$ cat src/agu_defs.svh
// register offsets, field positions, reset values and step counts of the address generator
//----------------------------------------------------------------------
// Function
// circular correction may apply to any working register used as pointer.
// incrementing checks above upper bound, decrementing below lower bound; overshoot wraps.
// corrected pointer written back only for pre/post modify; offset mode keeps pointer.
// bit-reversed generation exists only on the X write path.
// only the modifier is bit-reversed; pointer keeps normal bit order.
// bit-reverse needs pointer select not 15, enable set, pre/post increment.
// software aligns a 2^N byte bit-reversed buffer to 2^N bytes.
// a 15-bit modifier field gives the bit-reverse pivot point.
// bit-reversed addresses assume words; LSB zero, modifier scaled to bytes.
// bit-reverse only for pre/post increment word writes; else ordinary address.
// bit-reverse next address is pointer plus reversed modifier; normal step ignored.
// bit-reverse beats circular on write path; read path keeps circular correction.
// software avoids reading via bit-reverse pointer right after a control write.
// without any correction the ordinary mode arithmetic result passes unchanged.
//----------------------------------------------------------------------
`ifndef AGU_DEFS_SVH
`define AGU_DEFS_SVH

`define AGU_ADDR_W        12
`define AGU_OFS_CIRC      12'h000
`define AGU_OFS_MSTART    12'h004
`define AGU_OFS_MEND      12'h008
`define AGU_OFS_BREV      12'h00C
`define AGU_OFS_STAT      12'h010

`define AGU_CIRC_EN_BIT   15
`define AGU_CIRC_MSEL_LSB 0
`define AGU_CIRC_BSEL_LSB 4
`define AGU_BREV_EN_BIT   15
`define AGU_BREV_MOD_MSB  14

`define AGU_CIRC_RST      16'h00FF
`define AGU_MADDR_RST     16'h0000
`define AGU_BREV_RST      16'h0000

`define AGU_SP_IDX        4'hF
`define AGU_STEP_BYTE     16'h0001
`define AGU_STEP_WORD     16'h0002

`endif

$ cat src/agu_pkg.sv
// types shared by the address generator files
package agu_pkg;

  typedef enum logic [2:0] {
    AM_DIRECT,
    AM_POST_INC,
    AM_POST_DEC,
    AM_PRE_INC,
    AM_PRE_DEC,
    AM_OFFSET
  } agu_mode_t;

  typedef struct packed {
    logic [3:0]  ptr_idx;
    logic [15:0] ptr;
    agu_mode_t   mode;
    logic [15:0] ofs;
    logic        byte_acc;
  } agu_req_t;

  typedef struct packed {
    logic [15:0] ea;
    logic        wb_en;
    logic [15:0] wb_val;
  } agu_rsp_t;

  typedef struct packed {
    logic     wrap;
    agu_rsp_t rsp;
  } agu_calc_t;

endpackage

$ cat src/agu_bitrev.sv
// reverse-carry word adder for bit-reversed pointer stepping
`timescale 1ns/1ps
module agu_bitrev #(
  parameter int W = 15
) (
  input  wire logic [W:0]   ptr,
  input  wire logic [W-1:0] modifier,
  output logic      [W:0]   nxt
);
  logic [W-1:0] rev_p;
  logic [W-1:0] rev_m;
  logic [W-1:0] sum;

  // carries run toward the low bits: reverse, add, reverse back
  genvar i;
  generate
    for (i = 0; i < W; i++) begin : g_rev
      assign rev_p[i]   = ptr[W-i];
      assign rev_m[i]   = modifier[W-1-i];
      assign nxt[W-i]   = sum[i];
    end
  endgenerate

  assign sum    = rev_p + rev_m;
  assign nxt[0] = 1'b0;
endmodule // agu_bitrev

$ cat src/agu_core.sv
// effective address generator with circular and bit-reversed correction, APB registers
`timescale 1ns/1ps
`include "agu_defs.svh"
module agu_core (
  input  wire logic                    ref_clk,
  input  wire logic                    sys_rst,
  input  wire logic                    psel,
  input  wire logic                    penable,
  input  wire logic                    pwrite,
  input  wire logic [`AGU_ADDR_W-1:0]  paddr,
  input  wire logic [31:0]             pwdata,
  output logic      [31:0]             prdata,
  output logic                         pready,
  output logic                         pslverr,
  input  wire logic                    rd_valid,
  input  wire agu_pkg::agu_req_t       rd_req,
  output logic                         rd_vld,
  output agu_pkg::agu_rsp_t            rd_rsp,
  input  wire logic                    wr_valid,
  input  wire agu_pkg::agu_req_t       wr_req,
  output logic                         wr_vld,
  output agu_pkg::agu_rsp_t            wr_rsp
);
  import agu_pkg::*;

  //----------------------------------------------------------------------
  // registers
  //----------------------------------------------------------------------
  logic [15:0] circ_r;
  logic [15:0] mstart_r;
  logic [15:0] mend_r;
  logic [15:0] brev_r;
  logic [31:0] prdata_r;
  logic        pslverr_r;
  logic        rd_vld_r;
  logic        wr_vld_r;
  agu_rsp_t    rd_rsp_r;
  agu_rsp_t    wr_rsp_r;
  logic        rd_wrap_r;
  logic        wr_wrap_r;
  logic        wr_brev_r;

  //----------------------------------------------------------------------
  // apb decode
  //----------------------------------------------------------------------
  wire         setup_ph = psel & ~penable;
  wire         wr_acc   = psel & penable & pwrite;
  wire         hit_circ = (paddr == `AGU_OFS_CIRC);
  wire         hit_mst  = (paddr == `AGU_OFS_MSTART);
  wire         hit_mend = (paddr == `AGU_OFS_MEND);
  wire         hit_brev = (paddr == `AGU_OFS_BREV);
  wire         hit_stat = (paddr == `AGU_OFS_STAT);
  wire         hit_any  = hit_circ | hit_mst | hit_mend | hit_brev | hit_stat;
  // status is read only, so a write to it is refused like an unmapped one
  wire         bad_acc  = ~hit_any | (hit_stat & pwrite);
  wire [15:0]  stat_val = {13'h0000, rd_wrap_r, wr_wrap_r, wr_brev_r};
  wire [15:0]  rd_sel   = hit_circ ? circ_r   :
                          hit_mst  ? mstart_r :
                          hit_mend ? mend_r   :
                          hit_brev ? brev_r   :
                          hit_stat ? stat_val : 16'h0000;

  assign pready  = 1'b1;
  assign prdata  = prdata_r;
  assign pslverr = pslverr_r;

  always_ff @(posedge ref_clk) begin
    if (sys_rst) begin
      prdata_r  <= 32'h00000000;
      pslverr_r <= 1'b0;
    end else if (setup_ph) begin
      prdata_r  <= pwrite ? 32'h00000000 : {16'h0000, rd_sel};
      pslverr_r <= bad_acc;
    end
  end

  always_ff @(posedge ref_clk) begin
    if (sys_rst) begin
      circ_r   <= `AGU_CIRC_RST;
      mstart_r <= `AGU_MADDR_RST;
      mend_r   <= `AGU_MADDR_RST;
      brev_r   <= `AGU_BREV_RST;
    end else if (wr_acc) begin
      if (hit_circ) circ_r   <= pwdata[15:0];
      if (hit_mst)  mstart_r <= pwdata[15:0];
      if (hit_mend) mend_r   <= pwdata[15:0];
      if (hit_brev) brev_r   <= pwdata[15:0];
    end
  end

  //----------------------------------------------------------------------
  // control fields
  //----------------------------------------------------------------------
  wire         circ_en   = circ_r[`AGU_CIRC_EN_BIT];
  wire [3:0]   circ_sel  = circ_r[`AGU_CIRC_MSEL_LSB +: 4];
  wire [3:0]   brev_sel  = circ_r[`AGU_CIRC_BSEL_LSB +: 4];
  wire         brev_en   = brev_r[`AGU_BREV_EN_BIT];
  wire [14:0]  brev_mod  = brev_r[`AGU_BREV_MOD_MSB:0];

  //----------------------------------------------------------------------
  // ordinary arithmetic with circular correction
  //----------------------------------------------------------------------
  function automatic agu_calc_t calc_ea(agu_req_t q, logic circ,
                                        logic [15:0] lo, logic [15:0] hi);
    logic [15:0] step;
    logic [15:0] nv;
    logic [15:0] len;
    logic [15:0] cv;
    logic        inc;
    logic        wrap;
    agu_calc_t   r;
    step = q.byte_acc ? `AGU_STEP_BYTE : `AGU_STEP_WORD;
    inc  = (q.mode == AM_POST_INC) || (q.mode == AM_PRE_INC) ||
           ((q.mode == AM_OFFSET) && !q.ofs[15]);
    case (q.mode)
      AM_POST_INC, AM_PRE_INC: nv = q.ptr + step;
      AM_POST_DEC, AM_PRE_DEC: nv = q.ptr - step;
      AM_OFFSET:               nv = q.ptr + q.ofs;
      default:                 nv = q.ptr;
    endcase
    len  = hi - lo + 16'h0001;
    // compare by magnitude, not equality, so a large step still wraps
    wrap = circ && (q.mode != AM_DIRECT) && (inc ? (nv > hi) : (nv < lo));
    cv   = wrap ? (inc ? nv - len : nv + len) : nv;
    r.wrap = wrap;
    case (q.mode)
      AM_POST_INC, AM_POST_DEC: begin
        r.rsp.ea     = q.ptr;
        r.rsp.wb_en  = 1'b1;
        r.rsp.wb_val = cv;
      end
      AM_PRE_INC, AM_PRE_DEC: begin
        r.rsp.ea     = cv;
        r.rsp.wb_en  = 1'b1;
        r.rsp.wb_val = cv;
      end
      AM_OFFSET: begin
        r.rsp.ea     = cv;
        r.rsp.wb_en  = 1'b0;
        r.rsp.wb_val = q.ptr;
      end
      default: begin
        r.rsp.ea     = q.ptr;
        r.rsp.wb_en  = 1'b0;
        r.rsp.wb_val = q.ptr;
      end
    endcase
    return r;
  endfunction

  //----------------------------------------------------------------------
  // read path: circular only
  //----------------------------------------------------------------------
  wire         rd_circ = circ_en && (rd_req.ptr_idx == circ_sel);
  agu_calc_t   rd_calc;
  assign rd_calc = calc_ea(rd_req, rd_circ, mstart_r, mend_r);

  //----------------------------------------------------------------------
  // write path: bit-reverse first, circular otherwise
  //----------------------------------------------------------------------
  wire         wr_incm  = (wr_req.mode == AM_POST_INC) || (wr_req.mode == AM_PRE_INC);
  wire         wr_brev  = brev_en && (brev_sel != `AGU_SP_IDX) &&
                          (wr_req.ptr_idx == brev_sel) &&
                          wr_incm && !wr_req.byte_acc;
  wire         wr_circ  = circ_en && (wr_req.ptr_idx == circ_sel) && !wr_brev;
  wire [15:0]  brev_nxt;
  agu_calc_t   wr_norm;
  agu_rsp_t    wr_sel;

  agu_bitrev #(
    .W (15)
  ) u_bitrev (
    .ptr      (wr_req.ptr),
    .modifier (brev_mod),
    .nxt      (brev_nxt)
  );

  assign wr_norm = calc_ea(wr_req, wr_circ, mstart_r, mend_r);
  // the ordinary step is dropped; the pointer low bit is forced clear
  assign wr_sel.ea     = wr_brev ? ((wr_req.mode == AM_PRE_INC) ? brev_nxt :
                                    {wr_req.ptr[15:1], 1'b0})
                                 : wr_norm.rsp.ea;
  assign wr_sel.wb_en  = wr_brev ? 1'b1 : wr_norm.rsp.wb_en;
  assign wr_sel.wb_val = wr_brev ? brev_nxt : wr_norm.rsp.wb_val;

  //----------------------------------------------------------------------
  // result registers
  //----------------------------------------------------------------------
  always_ff @(posedge ref_clk) begin
    if (sys_rst) begin
      rd_vld_r  <= 1'b0;
      rd_rsp_r  <= '0;
      rd_wrap_r <= 1'b0;
    end else begin
      rd_vld_r <= rd_valid;
      if (rd_valid) begin
        rd_rsp_r  <= rd_calc.rsp;
        rd_wrap_r <= rd_calc.wrap;
      end
    end
  end

  always_ff @(posedge ref_clk) begin
    if (sys_rst) begin
      wr_vld_r  <= 1'b0;
      wr_rsp_r  <= '0;
      wr_wrap_r <= 1'b0;
      wr_brev_r <= 1'b0;
    end else begin
      wr_vld_r <= wr_valid;
      if (wr_valid) begin
        wr_rsp_r  <= wr_sel;
        wr_wrap_r <= wr_norm.wrap;
        wr_brev_r <= wr_brev;
      end
    end
  end

  assign rd_vld = rd_vld_r;
  assign rd_rsp = rd_rsp_r;
  assign wr_vld = wr_vld_r;
  assign wr_rsp = wr_rsp_r;

  //----------------------------------------------------------------------
  // checks
  //----------------------------------------------------------------------
  AST_WRAP_NEEDS_SEL: assert property (@(posedge ref_clk) disable iff (sys_rst)
    $rose(rd_wrap_r) |-> $past(rd_valid && circ_en && rd_req.ptr_idx == circ_sel))
    else $error("read wrap without circular selection");

  AST_INC_WRAP_BOUND: assert property (@(posedge ref_clk) disable iff (sys_rst)
    (rd_valid && rd_circ && rd_req.mode == AM_POST_INC && mstart_r <= mend_r &&
     rd_req.ptr >= mstart_r && rd_req.ptr <= mend_r) ##1 rd_wrap_r
    |-> rd_rsp.wb_val <= mend_r && rd_rsp.wb_val >= mstart_r)
    else $error("incrementing wrap left the buffer");

  AST_OFS_NO_WB: assert property (@(posedge ref_clk) disable iff (sys_rst)
    rd_valid && rd_req.mode == AM_OFFSET |=> rd_vld && !rd_rsp.wb_en)
    else $error("offset mode wrote the pointer back");

  AST_BREV_COND: assert property (@(posedge ref_clk) disable iff (sys_rst)
    wr_valid ##1 wr_brev_r |-> $past(brev_en && brev_sel != `AGU_SP_IDX &&
      wr_req.ptr_idx == brev_sel && !wr_req.byte_acc && wr_incm))
    else $error("bit-reverse used outside its conditions");

  AST_BREV_LSB: assert property (@(posedge ref_clk) disable iff (sys_rst)
    wr_vld && wr_brev_r |-> !wr_rsp.ea[0] && !wr_rsp.wb_val[0] && wr_rsp.wb_en)
    else $error("bit-reversed address has low bit set");

  AST_BREV_ZERO_MOD: assert property (@(posedge ref_clk) disable iff (sys_rst)
    wr_valid && wr_brev && brev_mod == 15'h0000
    |=> wr_rsp.wb_val == {$past(wr_req.ptr[15:1]), 1'b0})
    else $error("zero modifier moved the pointer");

  AST_BREV_PRIO: assert property (@(posedge ref_clk) disable iff (sys_rst)
    wr_vld && wr_brev_r |-> !wr_wrap_r)
    else $error("circular correction acted with bit-reverse");

  AST_PLAIN_STEP: assert property (@(posedge ref_clk) disable iff (sys_rst)
    rd_valid && !rd_circ && rd_req.mode == AM_POST_INC && !rd_req.byte_acc
    |=> rd_rsp.wb_val == $past(rd_req.ptr) + 16'h0002 &&
        rd_rsp.ea == $past(rd_req.ptr))
    else $error("plain post-increment result wrong");

  COV_BREV_WRITE: cover property (@(posedge ref_clk) disable iff (sys_rst)
    wr_vld && wr_brev_r);
  COV_READ_WRAP: cover property (@(posedge ref_clk) disable iff (sys_rst)
    rd_vld && rd_wrap_r);
  COV_WRITE_WRAP: cover property (@(posedge ref_clk) disable iff (sys_rst)
    wr_vld && wr_wrap_r);
  COV_OFS_WRAP: cover property (@(posedge ref_clk) disable iff (sys_rst)
    rd_valid && rd_req.mode == AM_OFFSET && rd_calc.wrap);

endmodule // agu_core

$ cat config.mk
export PLATFORM = sky130hd
export DESIGN_NAME = agu_core
export DESIGN_NICKNAME = d
export VERILOG_FILES = /design/src/agu_pkg.sv /design/src/agu_bitrev.sv /design/src/agu_core.sv
export VERILOG_INCLUDE_DIRS = /design/src
export SDC_FILE = /design/constraint.sdc
export NUM_CORES = 1
export LEC_CHECK = 0
export ABC_AREA = 1
export BUFFER_PORTS_ARGS = -buffer_cell sky130_fd_sc_hd__buf_2
export CORE_UTILIZATION = 35
export DETAILED_ROUTE_END_ITERATION = 12
export PLACE_DENSITY = 0.61
export SETUP_SLACK_MARGIN = 0.15
export SYNTH_ARGS = -nofsm -noshare
export SYNTH_HDL_FRONTEND = slang
export SYNTH_SLANG_ARGS = --single-unit
$ cat constraint.sdc
create_clock -name ref_clk -period 5.65 [get_ports ref_clk]
set_clock_uncertainty 0.15 [all_clocks]
set_input_delay 1.13 -clock ref_clk [delete_from_list [all_inputs] [get_ports ref_clk]]
set_output_delay 1.13 -clock ref_clk [all_outputs]
set_load 0.02 [all_outputs]
# Word-level counts from Yosys, hierarchy flattened

Cells that the tools add are included.
Widths: inputs -> output; s select.

Order comparisons: 4
Equal/unequal tests: 18
Bitwise operators: 11
Reduce and logical (&&, ||, !) cells: 36
Multiplexer cells: 22
Add/sub/neg operators: 13

Operators by type and width:

| kind                  | count |
|---|---|
| $pmux 33 s3           | 2 |
| $mux 16               | 12 |
| $pmux 16 s3           | 2 |
| $add 16x16->16        | 4 |
| $sub 16x16->16        | 3 |
| $add 16x2->16         | 2 |
| $gt 16x16->1          | 2 |
| $lt 16x16->1          | 2 |
| $sub 16x2->16         | 2 |
| $eq 12x4->1 const B   | 2 |
| $add 16x1->16 const B | 1 |
| $reduce_or 2->1       | 8 |
| $add 15x15->15        | 1 |
| $logic_and 1x1->1     | 13 |
| $eq 12x3->1 const B   | 1 |
| $eq 12x5->1 const B   | 1 |
| $eq 3x2->1 const B    | 4 |
| $eq 3x3->1 const B    | 4 |
| $eq 4x4->1            | 3 |
| $logic_not 12->1      | 1 |
| $reduce_and 2->1      | 4 |
| $eq 3x1->1 const B    | 2 |
| $reduce_bool 3->1     | 2 |
| $or 1x1->1            | 5 |
| other kinds (8)       | 21 |

Logic and storage cells: 121
Bits of input ports: 131
Flip-flop bits (word level): 168

# Logic depth before layout (Yosys ltp)

Word-level depth: 12
Gate-level depth with buffers: 35

# By module

Synthesis repeated with hierarchy kept, for this count alone.

Cells, all modules: 2329
Area, all modules: 14991.9 µm²

By module, submodules not included:

| module     | cells an instance | area each (µm²) | instances |
|---|---|---|---|
| agu_core   | 2172              | 14142.3         | 1 |
| agu_bitrev | 157               | 849.6           | 1 |

# Least setup slack after synthesis

Ideal clock, no wire load.

Path kind: input to register
Start: input port wr_req[19] (netlist name)
End: register wr_rsp_r, in the netlist wr_rsp[15]
Stages on the path: 32
Slack: 0.255 ns
Data arrival time: 5.113 ns
Path through: buf_2 inv_2 nor3_2 inv_1 nand2_1 o22ai_1 fa_1 inv_1 nand3_1 nand2_1 a21oi_1 o21ai_1 a21boi_0 o21ai_1 xor2_1 nand2_1 o21ai_1 inv_1 ha_1 nand3_1 nor3_1 o21ai_0 nand2_1 a21oi_1 nor2_1 inv_1 a21oi_2 nand4_1 nand3_1 nand2_1 nand2_1 a21oi_2

Cells in the longest elaborated chain, start to end: 11

RTL lines:

| item                                                  | line            | text |
|---|---|---|
| start: declaration                                    | agu_core.sv:20  | `input wire agu_pkg::agu_req_t wr_req,` |
| branches (longest 10 deep; another with $lt 16x16->1) | -               |  |
| $mux 16 (*)                                           | agu_core.sv:184 | `assign wr_sel.wb_val = wr_brev ? brev_nxt : wr_norm.rsp.wb_val;` |
| end signal: assignment                                | agu_core.sv:212 | `wr_rsp_r <= wr_sel;` |
| end: declaration                                      | agu_core.sv:38  | `agu_rsp_t wr_rsp_r;` |

Mark *: on every way between the ends.
A chain may end at the register's enable or synchronous reset.

# Final worst setup path

Start: input port wr_req[19] (netlist name)
End: register wr_rsp_r, in the netlist wr_rsp[19]

Cells in the longest elaborated chain, start to end: 11

RTL lines:

| item                                                  | line            | text |
|---|---|---|
| branches (longest 10 deep; another with $lt 16x16->1) | -               |  |
| $mux 16 (*)                                           | agu_core.sv:180 | `assign wr_sel.ea = wr_brev ? ((wr_req.mode == AM_PRE_INC) ? brev_nxt :` |

Marked as above.

==> flow_summary.toml <==
[outcome]
outcome = "completed"

[placement]
gp_congestion = 0.9425
hpwl_um = 44850
placed_cells = 3102
portBuffers = 199

[route]
ant_nets = 0
drc_errors = 0
vias = 16670
via_per_inst = 5.288
first_pass_iters = 6
detail_route.wirelength_um = 56180
avgRoutedWirePerCell_um = 17.82
drtIter0Drc = 1307

[power]
pwr_density_cell_nw_per_um2 = 227.8
p_total_mw = 4.326
peakVddDrop_mv = 0.2254
p_leak_nw = 9.091

[synthesis]
seq_area_frac_synth = 0.2092
synth_area_um2 = 14550
synth.area.top_cells = "dfxtp_1 (21%), ha_1 (14%), nand2_1 (14%)"
synth-seq-cells = 152
yosysWarnings = 0
synth_top_area_frac = 0.2092
syn_inst = 2238
synth.largest_area_cell = "dfxtp_1"
yosys_most_used_dff = "dfxtp_1"
ys_async_sr_fraction = 0
synth_commonest_cells = "nand2_1 (541), a21oi_1 (247), inv_1 (229)"
synth_most_common_cell = "nand2_1"
yosys.cell_types.count = 56
syn_avg_cell_area_um2 = 6.500
synth_edf_count = 0

[global_routing]
grt_max_degree = 76
grt_pass1_wl_um = 83080
grt_util_met2 = 0.4311
grt_use_total = 0.2557
gr-total-overflow = 0
busiest_layer = "met2"
grt_use_met3 = 0.02633
grt_util_met1 = 0.3381
first_global_vias = 14920
antenna_found_initial = 0

[worst_setup_path]
slowest_stage = "fa_2"
max_stage_delay_ns = 0.35
arrival_ns = 5.61
cp_max_fo = 4
endpoint_kind = "flop"
required_ns = 5.90
path_class = "input pin to flop"
cp_common_cell = "buf_4"
startpoint_type = "input pin"

[cells_and_area]
num_antenna_cells = 0
nets = 2911
layout.cells.non_filler = 3153
fillers = 4210
drive_gt1_frac = 0.2476
syn_to_final_growth_pct = 30.56

[worst_hold_path]
hold_class = "flop to flop"

[clock_tree]
root_buffer = "clkbuf_16"
cts_tree = "done"
clk_pin_slew_ns = 0.07
cts_buffers = 17
clockBufferDepth = 2
htree_num_levels = 4
clkLatencyLatePin_ns = 0.46
ctsHoldBuffers = 0
cts.sinks = 152

[floorplanning]
core-area_um2 = 40920
ioPinCount = 233
start_util = 0.3554
fp-row-count = 74
die_area_um2 = 42380
die_w_um = 205.9
die_h_um = 205.9

[sta]
max_slew.worst_pin.slew_ns = 1.177
rsz0062_at_grt = "true"
drv_slew = 0
slew_headroom = 0.2142
finalHoldViolCount = 0
finalSetupViolCount = 0
post-route-min-period_ns = 5.357
fin_crit_sh = 0.9482
max_freq_mhz = 186.7

[job]
cap_violations = 0
-- power by group --
| part | internal (mW) | leakage [nW] | total, mW | switching, mW |
|---|---|---|---|---|
| registers | 1.12 | 1.24 | 1.14 | 0.0260 |
| clock network | 0.669 | 0.296 | 1.21 | 0.540 |
| logic | 0.845 | 7.56 | 1.97 | 1.13 |
-- flip-flops by register name (all words and copies together) (netlist names), 16 cells and up --
register  flops
brev_r       16
mend_r       16
rd_rsp       33
circ_r       16
mstart_r     16
wr_rsp       33
prdata       16
-- cell usage in the layout (no fill, tap or decap), types with 24 or more instances in the layout --
cell type,instances
o21ai_0,169
nand2_1,517
o211ai_1,45
nor2_1,101
a31oi_1,36
buf_4,224
xnor2_1,24
nand2_2,32
xor2_1,44
dfxtp_1,152
nand3_1,124
inv_1,222
ha_1,150
buf_2,196
a21oi_1,231
-- cell type report --
cell class	count	area (um^2)	share of cell area
Clock buffer	17	425.4	0.02240
Inverter	240	903.4	0.04757
Clock inverter	15	180.2	0.009487
Multi-Input combinational cell	1759	10880	0.5729
Sequential cell	152	3043	0.1602
Timing Repair Buffer	438	2894	0.1524
Tap cell	532	665.6	0.03505
-- worst max-delay path, delay by kind of cell --
kind	cells	cell delay, ns
compound gates	7	1.23
xor+xnor	1	0.16
fa+ha+maj	3	0.81
buf+inv	10	1.02
simple gates	14	1.27
-- routing by layer --
| layer | vias up | wire length (um) |
|---|---|---|
| met2 | 492 | 26640 |
| met5 | - | 0 |
| met3 | 79 | 2602 |
| met4 | 0 | 1953 |
| li1 | 8335 | - |
| met1 | 7768 | 24980 |
-- timing repair --
item	CTS	global route
buffers inserted	1	16
hold endpoints to repair	0	0
setup endpoints to repair	52	65
pin swaps	5	58
gates cloned	0	2
gates resized for setup	22	157
-- kinds of logic after synthesis --
logic type	synth area share
simple gates	0.2599
compound gates	0.2402
xor+xnor	0.04438
flops	0.2092
other cells	0.0005163
buf+inv	0.09479
fa+ha+maj	0.1510
-- path summary, 6_finish.rpt --
path / start / end / slack (ns) / cells after the start
worst max-delay path: wr_req[19] / wr_rsp[19] / 0.29 / 35
worst min-delay path: circ_r[13] / circ_r[13] / 0.30 / 2
worst max register to register: mend_r[1] / rd_rsp[15] / 0.55 / 31
worst min register to register: circ_r[13] / circ_r[13] / 0.30 / 2
-- stage by stage --
step	setup WS, ns	instance area, um^2	util	hold slack, ns	setup TNS, ns
5_1_grt	0.04335	18990	0.4641	0.3254	0
4_1_cts	0.1610	18160	0.4438	0.3021	0
6_report	0.2928	18990	0.4641	0.3021	0
3_5_place_dp	-0.6535	17490	0.4274	0.2920	-29.49
2_1_floorplan	0.2549	14600	-	0.2746	0
3_3_place_gp	-0.6595	17490	0.4274	0.2830	-28.09
Power figures use the tool's default switching activity.
